**config.mk**
```make
export PLATFORM = sky130hd
export DESIGN_NAME = sag_core
export DESIGN_NICKNAME = d
export VERILOG_FILES = /design/src/pkg/sag_pkg.sv /design/src/hdl/sag_core.sv
export SDC_FILE = /design/constraint.sdc
export NUM_CORES = 1
export LEC_CHECK = 0
export BUFFER_PORTS_ARGS = -buffer_cell sky130_fd_sc_hd__buf_4
export CORE_MARGIN = 5
export CORE_UTILIZATION = 58
export DETAILED_ROUTE_END_ITERATION = 8
export MAX_ROUTING_LAYER = met4
export PLACE_DENSITY = 0.93
export SYNTH_ARGS = -nofsm -noshare
export SYNTH_HDL_FRONTEND = slang
export SYNTH_SLANG_ARGS = --single-unit
export TNS_END_PERCENT = 100
```
**constraint.sdc**
```tcl
create_clock -name SYS_CLK -period 7.6 [get_ports SYS_CLK]
set_clock_uncertainty 0.2 [all_clocks]
set_input_delay 1.14 -clock SYS_CLK [delete_from_list [all_inputs] [get_ports SYS_CLK]]
set_output_delay 1.14 -clock SYS_CLK [all_outputs]
set_load 0.05 [all_outputs]
```
**src/pkg/sag_pkg.sv**
```systemverilog
package sag_pkg;

	// ----------------------------------------
	// Opcode bytes and fields
	// ----------------------------------------
	localparam logic [7:0] PFX_EXT = 8'hED;
	localparam logic [7:0] PFX_IDX_X = 8'hDD;
	localparam logic [7:0] PFX_IDX_Y = 8'hFD;
	localparam logic [7:0] OPC_IDX_INC = 8'h23;
	localparam logic [7:0] OPC_IDX_DEC = 8'h2B;
	// Low nibble patterns, bits 3..0 (q bit and low three bits)
	localparam logic [3:0] LO_ADD = 4'h9;
	localparam logic [3:0] LO_ADC = 4'hA;
	localparam logic [3:0] LO_SUBB = 4'h2;
	localparam logic [3:0] LO_INC = 4'h3;
	localparam logic [3:0] LO_DEC = 4'hB;
	localparam logic [1:0] TOP_BASE = 2'h0;
	localparam logic [1:0] TOP_EXT = 2'h1;
	localparam int SEL_LSB = 4;

	// Pair-select codes
	localparam logic [1:0] SEL_ONE = 2'h0;
	localparam logic [1:0] SEL_TWO = 2'h1;
	localparam logic [1:0] SEL_SELF = 2'h2;
	localparam logic [1:0] SEL_STACK = 2'h3;

	// ----------------------------------------
	// Timing in clock states and machine cycles per form
	// ----------------------------------------
	localparam logic [4:0] T_ADD = 5'h0B;
	localparam logic [4:0] T_EXT = 5'h0F;
	localparam logic [4:0] T_INCDEC = 5'h06;
	localparam logic [4:0] T_IDX_INCDEC = 5'h0A;
	localparam logic [2:0] M_ADD = 3'h3;
	localparam logic [2:0] M_EXT = 3'h4;
	localparam logic [2:0] M_INCDEC = 3'h1;
	localparam logic [2:0] M_IDX_INCDEC = 3'h2;

	// Flag bit positions in the flag byte
	localparam int FL_C = 0;
	localparam int FL_N = 1;
	localparam int FL_PV = 2;
	localparam int FL_Z = 6;
	localparam int FL_S = 7;
	localparam logic [7:0] FLAGS_RST = 8'h00;
	localparam logic [15:0] PAIR_RST = 16'h0000;

	// Destination of a result
	typedef enum logic [5:0] {
		SAG_DST_ONE = 6'b000001,
		SAG_DST_TWO = 6'b000010,
		SAG_DST_PTR = 6'b000100,
		SAG_DST_STK = 6'b001000,
		SAG_DST_IDX_X = 6'b010000,
		SAG_DST_IDX_Y = 6'b100000
	} sag_dst_t;

	typedef enum logic [2:0] {
		SAG_IDLE = 3'b001,
		SAG_PFX = 3'b010,
		SAG_BUSY = 3'b100
	} sag_state_t;

	// Register-file view carried into the block
	typedef struct packed {
		logic [15:0] one;
		logic [15:0] two;
		logic [15:0] ptr;
		logic [15:0] stk;
		logic [15:0] idx_x;
		logic [15:0] idx_y;
	} sag_regs_t;

	// Result carried out of the block
	typedef struct packed {
		logic valid;
		sag_dst_t dst;
		logic [15:0] value;
		logic [7:0] flags;
		logic [2:0] mcycles;
		logic [4:0] tstates;
		logic [1:0] bytes;
	} sag_res_t;

endpackage

```
**src/hdl/sag_core.sv**
```systemverilog
`timescale 1ns/1ps
module sag_core (
	input wire logic SYS_CLK,
	input wire logic SYS_RST,
	input wire logic OP_VALID,
	input wire logic [7:0] OP_BYTE,
	input wire sag_pkg::sag_regs_t REGS,
	input wire logic [7:0] FLAGS_IN,
	output sag_pkg::sag_res_t RESULT,
	output logic READY
);

	// ----------------------------------------
	// Decode
	// ----------------------------------------
	sag_pkg::sag_state_t state_r;
	logic [7:0] pfx_r;
	logic [4:0] tcnt_r;
	logic [1:0] sel;
	logic [3:0] lo;
	logic [15:0] opa;
	logic [15:0] opb;
	logic [16:0] sum;
	logic [15:0] res;
	logic [7:0] fl;
	logic hit;
	logic is_pfx;
	sag_pkg::sag_dst_t dst;
	logic [4:0] ts;
	logic [2:0] mc;
	logic [1:0] nb;

	assign sel = OP_BYTE[sag_pkg::SEL_LSB +: 2];
	assign lo = OP_BYTE[3:0];
	assign is_pfx = OP_BYTE == sag_pkg::PFX_EXT
		|| OP_BYTE == sag_pkg::PFX_IDX_X
		|| OP_BYTE == sag_pkg::PFX_IDX_Y;

	function automatic logic [15:0] pick(input sag_pkg::sag_regs_t r,
		input logic [1:0] s, input logic [15:0] self_v);
		case (s)
			sag_pkg::SEL_ONE: pick = r.one;
			sag_pkg::SEL_TWO: pick = r.two;
			sag_pkg::SEL_SELF: pick = self_v;
			default: pick = r.stk;
		endcase
	endfunction

	function automatic sag_pkg::sag_dst_t base_dst(input logic [1:0] s);
		case (s)
			sag_pkg::SEL_ONE: base_dst = sag_pkg::SAG_DST_ONE;
			sag_pkg::SEL_TWO: base_dst = sag_pkg::SAG_DST_TWO;
			sag_pkg::SEL_SELF: base_dst = sag_pkg::SAG_DST_PTR;
			default: base_dst = sag_pkg::SAG_DST_STK;
		endcase
	endfunction

	// Operation select, arithmetic and flags for the byte now offered
	always_comb begin
		hit = 1'b0;
		opa = REGS.ptr;
		opb = 16'h0000;
		sum = 17'h00000;
		res = 16'h0000;
		fl = FLAGS_IN;
		dst = sag_pkg::SAG_DST_PTR;
		ts = sag_pkg::T_ADD;
		mc = sag_pkg::M_ADD;
		nb = 2'h1;
		if (pfx_r == 8'h00) begin
			if (OP_BYTE[7:6] == sag_pkg::TOP_BASE) begin
				// Base page forms; add changes only N and C, keeps S, Z, P/V
				if (lo == sag_pkg::LO_ADD) begin
					hit = 1'b1;
					opb = pick(REGS, sel, REGS.ptr);
					sum = {1'b0, opa} + {1'b0, opb};
					res = sum[15:0];
					fl[sag_pkg::FL_N] = 1'b0;
					fl[sag_pkg::FL_C] = sum[16];
				end else if (lo == sag_pkg::LO_INC || lo == sag_pkg::LO_DEC) begin
					hit = 1'b1;
					opa = pick(REGS, sel, REGS.ptr);
					res = (lo == sag_pkg::LO_INC) ? opa + 16'h0001
						: opa - 16'h0001;
					dst = base_dst(sel);
					ts = sag_pkg::T_INCDEC;
					mc = sag_pkg::M_INCDEC;
				end
			end
		end else if (pfx_r == sag_pkg::PFX_EXT) begin
			if (OP_BYTE[7:6] == sag_pkg::TOP_EXT
				&& (lo == sag_pkg::LO_ADC || lo == sag_pkg::LO_SUBB)) begin
				hit = 1'b1;
				opb = pick(REGS, sel, REGS.ptr);
				if (lo == sag_pkg::LO_ADC) begin
					sum = {1'b0, opa} + {1'b0, opb}
						+ {16'h0000, FLAGS_IN[sag_pkg::FL_C]};
					fl[sag_pkg::FL_PV] = (opa[15] == opb[15])
						&& (sum[15] != opa[15]);
					fl[sag_pkg::FL_N] = 1'b0;
				end else begin
					sum = {1'b0, opa} - {1'b0, opb}
						- {16'h0000, FLAGS_IN[sag_pkg::FL_C]};
					fl[sag_pkg::FL_PV] = (opa[15] != opb[15])
						&& (sum[15] != opa[15]);
					fl[sag_pkg::FL_N] = 1'b1;
				end
				res = sum[15:0];
				fl[sag_pkg::FL_C] = sum[16];
				fl[sag_pkg::FL_S] = res[15];
				fl[sag_pkg::FL_Z] = res == 16'h0000;
				ts = sag_pkg::T_EXT;
				mc = sag_pkg::M_EXT;
				nb = 2'h2;
			end
		end else begin
			// Index forms: the prefix picks which index register is used
			opa = (pfx_r == sag_pkg::PFX_IDX_X) ? REGS.idx_x : REGS.idx_y;
			dst = (pfx_r == sag_pkg::PFX_IDX_X) ? sag_pkg::SAG_DST_IDX_X
				: sag_pkg::SAG_DST_IDX_Y;
			nb = 2'h2;
			if (OP_BYTE[7:6] == sag_pkg::TOP_BASE && lo == sag_pkg::LO_ADD) begin
				hit = 1'b1;
				opb = pick(REGS, sel, opa);
				sum = {1'b0, opa} + {1'b0, opb};
				res = sum[15:0];
				fl[sag_pkg::FL_N] = 1'b0;
				fl[sag_pkg::FL_C] = sum[16];
				ts = sag_pkg::T_EXT;
				mc = sag_pkg::M_EXT;
			end else if (OP_BYTE == sag_pkg::OPC_IDX_INC
				|| OP_BYTE == sag_pkg::OPC_IDX_DEC) begin
				hit = 1'b1;
				res = (OP_BYTE == sag_pkg::OPC_IDX_INC) ? opa + 16'h0001
					: opa - 16'h0001;
				ts = sag_pkg::T_IDX_INCDEC;
				mc = sag_pkg::M_IDX_INCDEC;
			end
		end
	end

	// ----------------------------------------
	// Sequencing
	// ----------------------------------------
	// Result is presented when the clock-state count has elapsed
	always_ff @(posedge SYS_CLK) begin
		if (SYS_RST) begin
			state_r <= sag_pkg::SAG_IDLE;
			pfx_r <= 8'h00;
			tcnt_r <= 5'h00;
		end else begin
			case (state_r)
				sag_pkg::SAG_IDLE,
				sag_pkg::SAG_PFX: begin
					if (OP_VALID) begin
						if (state_r == sag_pkg::SAG_IDLE && is_pfx) begin
							pfx_r <= OP_BYTE;
							state_r <= sag_pkg::SAG_PFX;
						end else if (hit) begin
							tcnt_r <= ts - 5'h02;
							state_r <= sag_pkg::SAG_BUSY;
						end else begin
							// Foreign opcode: not ours, drop quietly
							pfx_r <= 8'h00;
							state_r <= sag_pkg::SAG_IDLE;
						end
					end
				end
				sag_pkg::SAG_BUSY: begin
					if (tcnt_r == 5'h00) begin
						pfx_r <= 8'h00;
						state_r <= sag_pkg::SAG_IDLE;
					end else begin
						tcnt_r <= tcnt_r - 5'h01;
					end
				end
				default: begin
					pfx_r <= 8'h00;
					state_r <= sag_pkg::SAG_IDLE;
				end
			endcase
		end
	end

	// Result latched at decode, valid strobed at the last clock state
	always_ff @(posedge SYS_CLK) begin
		if (SYS_RST) begin
			RESULT <= '{valid: 1'b0, dst: sag_pkg::SAG_DST_PTR,
				value: sag_pkg::PAIR_RST, flags: sag_pkg::FLAGS_RST,
				mcycles: 3'h0, tstates: 5'h00, bytes: 2'h0};
		end else begin
			RESULT.valid <= state_r == sag_pkg::SAG_BUSY && tcnt_r == 5'h00;
			if (state_r != sag_pkg::SAG_BUSY && OP_VALID && hit
				&& !(state_r == sag_pkg::SAG_IDLE && is_pfx)) begin
				RESULT.dst <= dst;
				RESULT.value <= res;
				RESULT.flags <= fl;
				RESULT.mcycles <= mc;
				RESULT.tstates <= ts;
				RESULT.bytes <= nb;
			end
		end
	end

	// Ready low while an operation runs out its clock states
	always_ff @(posedge SYS_CLK) begin
		if (SYS_RST) begin
			READY <= 1'b1;
		end else begin
			READY <= (state_r == sag_pkg::SAG_BUSY) ? tcnt_r == 5'h00
				: !(OP_VALID && hit
				&& !(state_r == sag_pkg::SAG_IDLE && is_pfx));
		end
	end
endmodule

```
# Yosys cells after proc, flatten, opt, wreduce, memory -nomap -nowiden
# Index checks and enable logic that the tools add are counted.
# classes
add_sub_neg,12
n_eq_ne,29
mux,92
reduce_logical,28
# op_table
op,n
16-bit two-way mux,24
16-bit case mux with 3 select lines,2
17-bit two-way mux,4
16-bit by 16-bit adder with 17-bit output,3
"8-bit == test, second input constant",5
3-bit two-way mux,11
"16-bit by 1-bit adder with 16-bit output, second input constant",2
8-bit two-way mux,4
"16-bit by 1-bit subtractor with 16-bit output, second input constant",2
2-bit two-way mux,15
5-bit two-way mux,6
4-bit two-way mux,6
6-bit two-way mux,3
17-bit by 1-bit adder with 17-bit output,1
16-bit by 16-bit subtractor with 17-bit output,1
17-bit by 1-bit subtractor with 17-bit output,1
"8-bit by 6-bit == test with 1-bit output, second input constant",2
16-bit logical NOT,1
8-bit case mux with 2 select lines,1
1-bit two-way mux,13
"4-bit == test, second input constant",3
4-bit case mux with 3 select lines,1
1-bit logical AND,11
"2-bit inequality test, second input constant",5
other kinds (23),34
# word_totals
register_bits,58
in_bits,115
out_inout_bits,42
elab_cells,172

# Depth between registers and ports, before layout
# Gate-level depths: netlist of run 1.
# depth
ltp_word,16
mapped_depth,17

# Worst setup path before layout of run 1
# No wires, ideal clock.
# synth_timing
path_kind,input to register
startpoint,input OP_BYTE[5]
endpoint,register RESULT[33] (netlist name)
setup_time_ns,0.134
t_arrival_ns,5.785
path_slack_ns,1.482
stages,17
path_cell_list,buf_1 -> clkbuf_1 -> clkbuf_1 -> mux4_2 -> ha_1 -> clkbuf_1 -> inv_1 -> ha_1 -> or4b_1 -> o22ai_2 -> o211ai_2 -> and3_4 -> or4_1 -> and3_4 -> a21o_1 -> a211oi_2 -> a311oi_1
# synth_between
elab_chain_cells,14
elab_cells_between_ends,56
cone_classes,8 x add/sub; 7 x eq/ne; 33 x mux; 8 x reduce/logical
# synth_rtl
element,line,source
from (decl),sag_core.sv:6,"input wire logic [7:0] OP_BYTE,"
"2-bit == test, or another cell as far along",sag_core.sv:41,case (s)
16-bit case mux with 3 select lines,sag_core.sv:41,
16-bit two-way mux,sag_core.sv:91,if (OP_BYTE[7:6] == sag_pkg::TOP_EXT
16-bit two-way mux,sag_core.sv:90,end else if (pfx_r == sag_pkg::PFX_EXT) begin
16-bit two-way mux,sag_core.sv:70,if (pfx_r == 8'h00) begin
16-bit by 16-bit subtractor with 17-bit output / 16-bit by 16-bit adder with 17-bit output (equally long branches),"sag_core.sv:102, sag_core.sv:96",
17-bit by 1-bit subtractor with 17-bit output / 17-bit by 1-bit adder with 17-bit output (equally long branches),"sag_core.sv:103, sag_core.sv:97",
17-bit two-way mux,sag_core.sv:95,if (lo == sag_pkg::LO_ADC) begin
17-bit two-way mux,sag_core.sv:91,
17-bit two-way mux,sag_core.sv:90,
17-bit two-way mux,sag_core.sv:70,
16-bit two-way mux,sag_core.sv:91,
16-bit two-way mux,sag_core.sv:90,
16-bit two-way mux,sag_core.sv:70,
to (signal assigned),sag_core.sv:188,"RESULT <= '{valid: 1'b0, dst: sag_pkg::SAG_DST_PTR,"
to (decl),sag_core.sv:9,"output sag_pkg::sag_res_t RESULT,"
# Several ways; a longest one is shown, not always the timed one. The select of a mux whose other input is x is not followed.
# A chain may end at the register's enable or synchronous reset.

# Worst setup path after layout of run 1
# layout_timing
startpoint,input OP_BYTE[4]
endpoint,register RESULT[32] (netlist name)
# The elaborated chain is that of the path after synthesis.

==> impl_metrics.json, run 1 <==
{
  "peakVddDrop_uv": 107,
  "path_max_fanout": 41,
  "r2r_start": "pfx_r[1]$_SDFFE_PP0P_",
  "rrSetupSlack_ns": 2.34,
  "cp-start-kind": "primary input",
  "hold_depth": 2,
  "synthTopCellsByArea": "ha_1 14%, dfxtp_1 14%, mux4_2 8.5%, xnor2_1 5.7%, a21oi_1 4.6%",
  "die_x_um": 129,
  "route.detailed.drc": 0,
  "yosysUniqueCellTypes": 84,
  "core_mm2": 0.0139,
  "mostFrequentLayoutCells": "163 x buf_4, 93 x ha_1, 91 x nor2_1",
  "synthCells": 1031,
  "cts_hold_buf": 0,
  "yosysTopAreaCellShare_pct": 14.1,
  "grt_pass1_wl_mm": 43.9,
  "final_common_cell": "buf_4",
  "crit_required_ns": 7.59,
  "wl_per_cell_um": 21.2,
  "start_util_pct": 59.3,
  "num-nets-final": 1381,
  "drtPass1Iterations": 7,
  "area_growth_pct": 19.0,
  "setup_tns_ns": 0,
  "antenna_found_initial": 1,
  "synth_edf_count": 0,
  "path_class": "primary input to flip-flop",
  "synth_top_cell_by_area": "ha_1",
  "cts-root-buf": "clkbuf_16",
  "grt_usage_pct": 34.2,
  "cts_buffers": 9,
  "clk_pin_slew_ns": 0.05,
  "cts_sinks": 57,
  "hpwl_mm": 22.9,
  "fin_crit_sh_pct": 76.2,
  "drive_gt1_share_pct": 21.3,
  "ys_ff_latch": 57,
  "holdPathEnd": "RESULT[13]$_SDFFE_PP0P_",
  "endpoint_kind": "flip-flop",
  "fmax_ghz": 0.173,
  "io_buffers": 155,
  "worstMarginPinSlew_ns": 1.00,
  "ys.flop_type": "dfxtp_1",
  "post_cts_resized": 0,
  "insertion_delay_ns": 0.33,
  "grt_max_degree": 53,
  "grt-ovfl-total": 0,
  "die_y_um": 129,
  "vias_per_cell": 6.68,
  "vias": 9036,
  "cts_setup_buffers": 0,
  "tritoncts": "yes",
  "ys_seq_area_share_pct": 13.9,
  "min_from": "RESULT[13]$_SDFFE_PP0P_",
  "synthArstFlopShare_pct": 0,
  "rows": 43,
  "timing.hold.ws_ns": 0.259,
  "maxSlewViolCount": 0,
  "drt-total-wl_mm": 28.7,
  "arrival_ns": 5.78,
  "cap_violations": 0,
  "p_leak_nw": 4.18,
  "r2r-end": "RESULT[32]$_SDFFE_PP0P_",
  "status": "completed",
  "finalHoldViolations": 0,
  "rr_worst_depth": 13,
  "avgSynthCellArea_um2": 7.99,
  "synth_warnings": 0,
  "cts_max_level": 3,
  "routabilityCongestion": 1.01,
  "rsz0062_at_grt": "false",
  "synth_area_mm2": 0.00824,
  "floorplan.die_area_mm2": 0.0167,
  "grt_pass1_vias": 8376,
  "synth.net_count": 1246,
  "worst_slew_margin_rel_pct": 33.0,
  "min_path_type": "flip-flop to flip-flop",
  "ant_nets": 0,
  "finalSetupViolCount": 0,
  "p_per_area_mw_per_mm2": 151,
  "first_iter_violations": 1172,
  "num_io_pins": 157,
  "min_period_ns": 5.79,
  "clk_path_buf_depth": 2
}
per-stage QoR:
step | area [µm²] | worst slack (ns) | utilization, % | power, mW | instances
after global routing | 9800 | 1.55 | 70.6 | 1.55 | 1352
after global placement | 9530 | 1.66 | 68.6 | 1.07 | 1335
after detailed placement | 9530 | 1.57 | 68.6 | 1.09 | 1335
after floorplan | 8240 | 1.48 | - | 0.872 | 1031
after CTS | 9800 | 1.91 | 70.6 | 1.45 | 1351
final | 9800 | 1.81 | 70.6 | 1.48 | 1352
state kept, by name, indices dropped and copies added, names as in the netlist:
| name | count |
|---|---|
| READY | 1 |
| RESULT | 40 |
| pfx_r | 8 |
| state_r | 3 |
| tcnt_r | 5 |
worst max-delay path by stage:
| stage | from | to | slack, ns | depth (start not counted) |
|---|---|---|---|---|
| floorplan | OP_BYTE[5] | RESULT[33]$_SDFFE_PP0P_ | 1.48 | 17 |
| global placement | OP_BYTE[4] | RESULT[32]$_SDFFE_PP0P_ | 1.66 | 14 |
| detailed placement | OP_BYTE[4] | RESULT[32]$_SDFFE_PP0P_ | 1.57 | 14 |
| CTS | OP_BYTE[4] | RESULT[32]$_SDFFE_PP0P_ | 1.91 | 14 |
| global route | OP_BYTE[4] | RESULT[32]$_SDFFE_PP0P_ | 1.55 | 14 |
| finish | OP_BYTE[4] | RESULT[32]$_SDFFE_PP0P_ | 1.81 | 14 |
logic make-up after synthesis:
logic type	count (synthesis)	share of synthesized area, %
adders and majority gates	100	15.8
AOI/OAI and AO/OA	315	26.4
buffers and inverters	108	5.12
DFF	57	13.9
muxes	56	11.8
xor gates and xnor gates	72	7.65
other	1	0.0455
and+or+nand+nor	322	19.3
cells in the mapped netlist (all sizes together) (5+ instances only):
master and n:
o21a 12, a22oi 6, ha 93, a311oi 7
nor4 8, nand2b 20, mux4 31, xor2 18
a211oi 16, a221oi 10, and3 7, o211ai 17
inv 69, o31ai 11, mux2 18, xnor2 54
o21ai 42, a31oi 10, a211o 5, a21o 27
nor3 27, dfxtp 57, o21bai 14, nor2 93
o221ai 5, a2111oi 6, or4 8, o22ai 15
or3 14, nand3 20, buf 12, a21oi 77
or2 7, fa 7, mux2i 7, nor2b 9
clkbuf 27, nand2 87
critical path, stage by stage:
cell and delay (ns):
buf_4 0.30, nor2b_1 0.26, or4b_1 0.57, or2_1 0.54, fa_1 0.52, a21o_1 0.19, a21o_1 0.21, a2111oi_0 0.73
o31ai_1 0.24, o31ai_1 0.38, o21ai_0 0.16, xor2_1 0.17, a221oi_1 0.25, a211oi_1 0.11
metal layers:
| layer | wire [µm] | global-route usage, % | up-vias | share of wire (%) |
|---|---|---|---|---|
| met5 | 0 | - | - | 0 |
| met4 | 1180 | 12.4 | 0 | 4.1 |
| met3 | 3210 | 4.12 | 114 | 11 |
| met2 | 13200 | 54.1 | 585 | 46 |
| met1 | 11100 | 45.1 | 4204 | 39 |
| li1 | - | - | 4133 | - |
cell type report:
cell class                 instances  area (µm²)
antenna                            1        2.50
clock buffer                      10         229
clock inverter                     6        43.8
fill                            1129        4080
inverter                          69         259
multi-input combinational        866        6680
sequential                        57        1140
tap                              180         225
timing repair buffer             163        1220
power breakdown:
group          switching (mW)  internal, mW
Sequential            0.00334         0.304
Combinational           0.465         0.337
Clock                   0.147         0.221
Total                   0.616         0.862
(Power assumes the default switching activity.)
==> inputs of run 2 (changes only) <==
==> constraint.sdc (replaced) <==
create_clock -name SYS_CLK -period 5.9 [get_ports SYS_CLK]
set_clock_uncertainty 0.2 [all_clocks]
set_input_delay 0.885 -clock SYS_CLK [delete_from_list [all_inputs] [get_ports SYS_CLK]]
set_output_delay 0.885 -clock SYS_CLK [all_outputs]
set_load 0.05 [all_outputs]
==> run 2 against run 1 <==
Global-route usage up 0.42 points. Register-to-register slack worse by 1.0 ns. Wire length up 0.30%. Non-clock buffer count up 6. Sequential share of layout area down 0.11 points. Clock-buffer cell count down 1. First-iteration DRC count down 7.9%. Die area unchanged. Critical path type unchanged. Critical endpoint is now RESULT[33]$_SDFFE_PP0P_.
==> impl_metrics.json, run 2 (same netlist as run 1, synthesis figures left out) <==
{
  "vias": 9050,
  "ant_nets": 0,
  "finalHoldViolations": 0,
  "num-nets-final": 1387,
  "routabilityCongestion": 1.01,
  "busiest_layer": "met2",
  "final.setup.worst_slack_ns": 0.932,
  "largestRegisters": "RESULT (40), pfx_r (8), tcnt_r (5)",
  "p_clk_share_pct": 28.5,
  "die_y_um": 129,
  "cts_buffers": 9,
  "multiInputGateArea_mm2": 0.00668,
  "route.detailed.drc": 0,
  "io_buffers": 155,
  "grt_max_degree": 53,
  "postPlaceCellArea_mm2": 0.00957,
  "drtPass1Iterations": 8,
  "drt-total-wl_mm": 28.8,
  "vias_per_cell": 6.67,
  "dp_slack_ns": 0.626,
  "status": "completed",
  "timing.hold.ws_ns": 0.256,
  "seqPwrFrac_pct": 19.8,
  "grt_pass1_vias": 8831,
  "regMostFlops": "RESULT",
  "cp-start-kind": "primary input",
  "fillCellCount": 1090,
  "final_common_cell": "buf_4",
  "placed_cells": 1341,
  "rows": 43,
  "endpoint_kind": "flip-flop",
  "path_max_fanout": 28,
  "die_x_um": 129,
  "finalSetupViolCount": 0,
  "worstMarginPinSlew_ns": 0.951,
  "combinationalPowerShare_pct": 51.7,
  "hpwl_mm": 23.1,
  "arrival_ns": 4.95,
  "floorplan.die_area_mm2": 0.0167,
  "worst_slew_margin_rel_pct": 35.0,
  "antenna_found_initial": 0,
  "insertion_delay_ns": 0.33,
  "design_area_mm2": 0.00990,
  "grt_usage_pct": 34.6,
  "maxSlewViolCount": 0,
  "core_mm2": 0.0139,
  "cap_violations": 0,
  "grt_pass1_wl_mm": 44.8,
  "fin_crit_sh_pct": 84.2,
  "p_per_area_mw_per_mm2": 202,
  "use_met1_pct": 43.4,
  "min_path_type": "flip-flop to flip-flop",
  "clk_pin_slew_ns": 0.05,
  "rsz0062_at_grt": "false",
  "mostFrequentLayoutCells": "169 x buf_4, 93 x ha_1, 91 x nor2_1",
  "rr_worst_depth": 17,
  "r2r_start": "pfx_r[1]$_SDFFE_PP0P_",
  "r2r-end": "RESULT[32]$_SDFFE_PP0P_",
  "swShare_pct": 39.9,
  "register_area_mm2": 0.00114,
  "cts_max_level": 3,
  "cts_setup_buffers": 0,
  "first_iter_violations": 1079,
  "total_power_mw": 2.00,
  "start_util_pct": 59.3,
  "largest_register_ffs": 40,
  "post_cts_resized": 0,
  "path_class": "primary input to flip-flop",
  "grt_use_met2_pct": 55.1,
  "wl_per_cell_um": 21.2,
  "crit_required_ns": 5.89,
  "grt-ovfl-total": 0,
  "clk_path_buf_depth": 2,
  "drive_gt1_share_pct": 21.8,
  "setup_tns_ns": 0,
  "final_cells": 1357,
  "p_sw_uw": 796,
  "cts_hold_buf": 0,
  "tritoncts": "yes",
  "min_from": "RESULT[14]$_SDFFE_PP0P_",
  "area_growth_pct": 20.2,
  "num_io_pins": 157,
  "rrSetupSlack_ns": 1.32,
  "holdPathEnd": "RESULT[14]$_SDFFE_PP0P_",
  "cts_sinks": 57,
  "p_int_mw": 1.20,
  "hold_depth": 2,
  "min_period_ns": 4.97,
  "use_met3_pct": 6.14,
  "cts-root-buf": "clkbuf_16",
  "final_util_pct": 71.3,
  "num_antenna_cells": 0,
  "fmax_ghz": 0.201,
  "p_leak_nw": 4.23,
  "peakVddDrop_uv": 125
}
## run 2: cell types whose count changed in the layout (fill, tap and decap cells not counted), sizes merged
cell,before,now
buf,163,169
bufinv,0,2
clkbuf,10,9
clkinv,4,3
diode,1,0
## run 2: how the worst max path moves through the flow
stage	to	cells past startpoint	slack (ns)	start
after global routing	RESULT[32]$_SDFFE_PP0P_	15	0.69	OP_BYTE[5]
after floorplan	RESULT[33]$_SDFFE_PP0P_	17	0.04	OP_BYTE[5]
after global placement	RESULT[32]$_SDFFE_PP0P_	15	0.66	OP_BYTE[5]
after CTS	RESULT[33]$_SDFFE_PP0P_	16	0.96	OP_BYTE[5]
after detailed placement	RESULT[33]$_SDFFE_PP0P_	16	0.63	OP_BYTE[5]
final	RESULT[33]$_SDFFE_PP0P_	16	0.93	OP_BYTE[5]
## run 2: power groups by stage
stage	combinational (mW)	clock, mW	sequential (mW)
finish	1.03	0.569	0.395
floorplan	0.706	0	0.417
global route	1.12	0.587	0.396
CTS	1.00	0.570	0.395
global placement	0.976	0	0.403
detailed placement	0.998	0	0.403
## run 2: worst max-delay path: stages
cell	delay, ns
buf_4	0.18
buf_4	0.42
mux4_2	0.46
xnor2_1	0.16
ha_1	0.18
o21bai_1	0.19
ha_1	0.23
or4b_1	0.48
o22ai_2	0.24
o211ai_2	0.16
and3_4	0.20
or4_1	0.47
and3_4	0.20
a21o_1	0.21
a211oi_2	0.17
a311oi_1	0.12
## run 2: cell type report
cell class,count,share of cell area (%)
flip-flops and latches,57,11.5
clock inverters,7,1.04
clock buffers,9,2.28
multi-input cells,866,67.5
inverters,69,2.62
repair buffers,169,12.8
well taps,180,2.28
## run 2: per-layer routing
| metal | vias to the layer above | share of wire, % |
|---|---|---|
| met3 | 133 | 13 |
| met5 | - | 0 |
| met2 | 595 | 46 |
| met4 | 0 | 4.4 |
| met1 | 4189 | 37 |
| li1 | 4133 | - |
==> inputs of run 3 (changes only) <==
--- a/config.mk
+++ b/config.mk
@@ -7,10 +7,10 @@
 export LEC_CHECK = 0
 export BUFFER_PORTS_ARGS = -buffer_cell sky130_fd_sc_hd__buf_4
 export CORE_MARGIN = 5
-export CORE_UTILIZATION = 58
+export CORE_UTILIZATION = 52
 export DETAILED_ROUTE_END_ITERATION = 8
 export MAX_ROUTING_LAYER = met4
-export PLACE_DENSITY = 0.93
+export PLACE_DENSITY = 0.89
 export SYNTH_ARGS = -nofsm -noshare
 export SYNTH_HDL_FRONTEND = slang
 export SYNTH_SLANG_ARGS = --single-unit
==> constraint.sdc (replaced) <==
create_clock -name SYS_CLK -period 4.2 [get_ports SYS_CLK]
set_clock_uncertainty 0.2 [all_clocks]
set_input_delay 0.63 -clock SYS_CLK [delete_from_list [all_inputs] [get_ports SYS_CLK]]
set_output_delay 0.63 -clock SYS_CLK [all_outputs]
set_load 0.05 [all_outputs]
==> run 3 against run 2 <==
The run now fails in 5_2_route. Global-route usage up 1.1 points. Synthesized cell count is the same. Synthesized area unchanged.
==> impl_metrics.json, run 3 <==
{
  "start_util_pct": 52.4,
  "io_buffers": 155,
  "grt_usage_pct": 35.7,
  "hpwl_mm": 26.9,
  "synth_top_cell_by_area": "ha_1",
  "rows": 46,
  "worst-ep-kind": "register input",
  "crit_endpoint": "RESULT[33]$_SDFFE_PP0P_/D",
  "synthArstFlopShare_pct": 0,
  "die_x_um": 136,
  "synth_edf_count": 0,
  "yosysMostFrequentCell": "ha_1",
  "antenna_found_initial": 0,
  "dp_slack_ns": -0.360,
  "grt_pass1_wl_mm": 50.7,
  "failed_stage": "5_2_route",
  "num_io_pins": 157,
  "grt-ovfl-total": 0,
  "ys.flop_type": "dfxtp_1",
  "grt_pass1_vias": 9655,
  "tool.error": "[ERROR DRT-0255] Maze Route cannot find path of net SYS_CLK in worker of routeBox ( 96600 0 ) ( 135865 48300 ).",
  "cts_max_level": 3,
  "grt_max_degree": 53,
  "synthCells": 1031,
  "postPlaceCellArea_mm2": 0.0113,
  "cts_buffers": 9,
  "ys_seq_area_share_pct": 13.9,
  "synth_commonest_cells": "93 x ha_1, 92 x nor2_1, 87 x nand2_1",
  "status": "did not finish",
  "cts_sinks": 57,
  "routabilityCongestion": 1.01,
  "clk_path_buf_depth": 2,
  "synth_area_mm2": 0.00824,
  "avgSynthCellArea_um2": 7.99,
  "cts_hold_buf": 0,
  "cts-root-buf": "clkbuf_16",
  "synthTopCellsByArea": "ha_1 14%, dfxtp_1 14%, mux4_2 8.5%, xnor2_1 5.7%, a21oi_1 4.6%",
  "yosysTopAreaCellShare_pct": 14.1,
  "yosysUniqueCellTypes": 84,
  "synth_warnings": 0,
  "ys_ff_latch": 57,
  "die_y_um": 136,
  "synth.net_count": 1246
}
-- run 3: logic make-up after synthesis --
family                   Yosys count  synth area share (%)
buffers and inverters            108                  5.12
XOR/XNOR                          72                  7.65
AND/OR/NAND/NOR                  322                  19.3
multiplexers                      56                  11.8
other                              1                0.0455
adder cells (fa/ha/maj)          100                  15.8
flip-flops                        57                  13.9
AO/OA/AOI/OAI                    315                  26.4
-- run 3: per-stage QoR --
stage / cells / util [%]
2_1_floorplan: 1031 / -
5_1_grt: 1609 / 76.3
3_3_place_gp: 1581 / 71.9
3_5_place_dp: 1581 / 71.9
4_1_cts: 1602 / 74.5
-- run 3: layer usage --
metal / global-route usage, %
met4: 11.4
met3: 4.63
met5: -
met1: 44.8
met2: 59.9
-- run 3: repair_timing --
item                       4_1_cts  5_1_grt
setup buffers                    5        8
pin swaps                        6       19
resized for setup                8       48
setup endpoints to repair        4       12
==> inputs of run 4 (changes only) <==
--- a/config.mk
+++ b/config.mk
@@ -7,10 +7,9 @@
 export LEC_CHECK = 0
 export BUFFER_PORTS_ARGS = -buffer_cell sky130_fd_sc_hd__buf_4
 export CORE_MARGIN = 5
-export CORE_UTILIZATION = 52
+export CORE_UTILIZATION = 40
 export DETAILED_ROUTE_END_ITERATION = 8
-export MAX_ROUTING_LAYER = met4
-export PLACE_DENSITY = 0.89
+export PLACE_DENSITY_LB_ADDON = 0.15
 export SYNTH_ARGS = -nofsm -noshare
 export SYNTH_HDL_FRONTEND = slang
 export SYNTH_SLANG_ARGS = --single-unit
==> constraint.sdc (replaced) <==
create_clock -name SYS_CLK -period 5.5 [get_ports SYS_CLK]
set_clock_uncertainty 0.2 [all_clocks]
set_input_delay 0.825 -clock SYS_CLK [delete_from_list [all_inputs] [get_ports SYS_CLK]]
set_output_delay 0.825 -clock SYS_CLK [all_outputs]
set_load 0.05 [all_outputs]
==> run 4 against run 3 <==
The run now ends clean. Global-route usage is 11 points lower.
==> impl_metrics.json, run 4 (same netlist as run 1, synthesis figures left out) <==
{
  "status": "completed",
  "cp-start-kind": "primary input",
  "drive_gt1_share_pct": 22.5,
  "cap_violations": 0,
  "tritoncts": "yes",
  "crit_required_ns": 5.49,
  "cts_setup_buffers": 0,
  "ant_nets": 0,
  "min_period_ns": 4.90,
  "die_y_um": 154,
  "rsz0062_at_grt": "false",
  "wl_per_cell_um": 20.8,
  "drtPass1Iterations": 6,
  "cp-startpoint": "OP_BYTE[4]",
  "fin_crit_sh_pct": 89.2,
  "clk_path_buf_depth": 2,
  "timing.hold.ws_ns": 0.252,
  "die_x_um": 154,
  "final_util_pct": 49.8,
  "post_cts_resized": 0,
  "routabilityCongestion": 0.945,
  "total_power_mw": 2.11,
  "maxSlewViolCount": 0,
  "endpoint_kind": "flip-flop",
  "worstMarginPinSlew_ns": 1.22,
  "regMostFlops": "RESULT",
  "num_antenna_cells": 0,
  "path_max_fanout": 24,
  "grt_max_degree": 53,
  "cts_buffers": 9,
  "cts_max_level": 3,
  "num_io_pins": 157,
  "num-nets-final": 1398,
  "antenna_found_initial": 0,
  "arrival_ns": 4.89,
  "grt-ovfl-total": 0,
  "cts-root-buf": "clkbuf_16",
  "setup_tns_ns": 0,
  "min_path_type": "flip-flop to flip-flop",
  "grt_pass1_wl_mm": 46.2,
  "core_mm2": 0.0202,
  "cts_hold_buf": 0,
  "drt-total-wl_mm": 30.4,
  "hpwl_mm": 25.1,
  "grt_usage_pct": 24.5,
  "insertion_delay_ns": 0.33,
  "finalSetupViolCount": 0,
  "grt_pass1_vias": 8149,
  "finalHoldViolations": 0,
  "cts_sinks": 57,
  "fillCellCount": 2021,
  "final_common_cell": "buf_4",
  "largestRegisters": "RESULT (40), pfx_r (8), tcnt_r (5)",
  "floorplan.die_area_mm2": 0.0236,
  "vias_per_cell": 5.96,
  "fmax_ghz": 0.204,
  "largest_register_ffs": 40,
  "path_class": "primary input to flip-flop",
  "route.detailed.drc": 0,
  "peakVddDrop_uv": 118,
  "first_iter_violations": 682,
  "area_growth_pct": 22.3,
  "r2r_start": "pfx_r[1]$_SDFFE_PP0P_",
  "rows": 52,
  "p_leak_nw": 4.29,
  "p_per_area_mw_per_mm2": 210,
  "min_from": "RESULT[15]$_SDFFE_PP0P_",
  "clk_pin_slew_ns": 0.05,
  "io_buffers": 155,
  "worst_slew_margin_rel_pct": 16.7,
  "vias": 8684,
  "postPlaceCellArea_mm2": 0.00977,
  "start_util_pct": 40.7,
  "design_area_mm2": 0.0101,
  "mostFrequentLayoutCells": "180 x buf_4, 93 x ha_1, 91 x nor2_1"
}
[run 4: cell type report]
| class | count | area [µm²] | share of cell area, % |
|---|---|---|---|
| Multi-Input combinational cell | 866 | 6680 | 66.3 |
| Inverter | 69 | 259 | 2.57 |
| Timing Repair Buffer | 180 | 1350 | 13.4 |
| Sequential cell | 57 | 1140 | 11.3 |
| Clock inverter | 5 | 53.8 | 0.534 |
| Clock buffer | 11 | 253 | 2.51 |
| Tap cell | 270 | 338 | 3.35 |
[run 4: worst max-delay path, stage by stage]
cell and delay [ns]:
buf_4 0.30, mux4_2 0.61, ha_1 0.41, inv_1 0.10
ha_1 0.24, or4b_1 0.53, o22ai_2 0.28, o211ai_2 0.18
and3_4 0.21, or4_1 0.47, and3_4 0.20, a21o_1 0.22
a211oi_2 0.18, a311oi_1 0.12
[run 4: per-stage QoR]
step                setup slack (ns)  instances
floorplan                     0.0958       1031
global placement               0.360       1442
detailed placement             0.289       1442
CTS                            0.636       1458
global route                   0.308       1458
finish                         0.596       1458
[run 4: where the power goes]
part           switching [mW]  internal (mW)  total (mW)
logic                   0.646          0.474        1.12
registers             0.00438          0.420       0.424
clock network           0.196          0.373       0.569
total                   0.846           1.27        2.11
[run 4: worst paths after layout]
| path | endpoint | slack (ns) | cells after the start |
|---|---|---|---|
| worst max-delay path | RESULT[33]$_SDFFE_PP0P_ | 0.60 | 14 |
| worst min-delay path | RESULT[15]$_SDFFE_PP0P_ | 0.25 | 2 |
| worst max register to register | RESULT[33]$_SDFFE_PP0P_ | 0.85 | 15 |
| worst min register to register | RESULT[15]$_SDFFE_PP0P_ | 0.25 | 2 |
[run 4: routing by layer]
metal	GRT usage, %	wire, µm
met5	0	0
met4	5.76	622
met3	3.74	2380
met2	40.5	14000
met1	33.9	13300
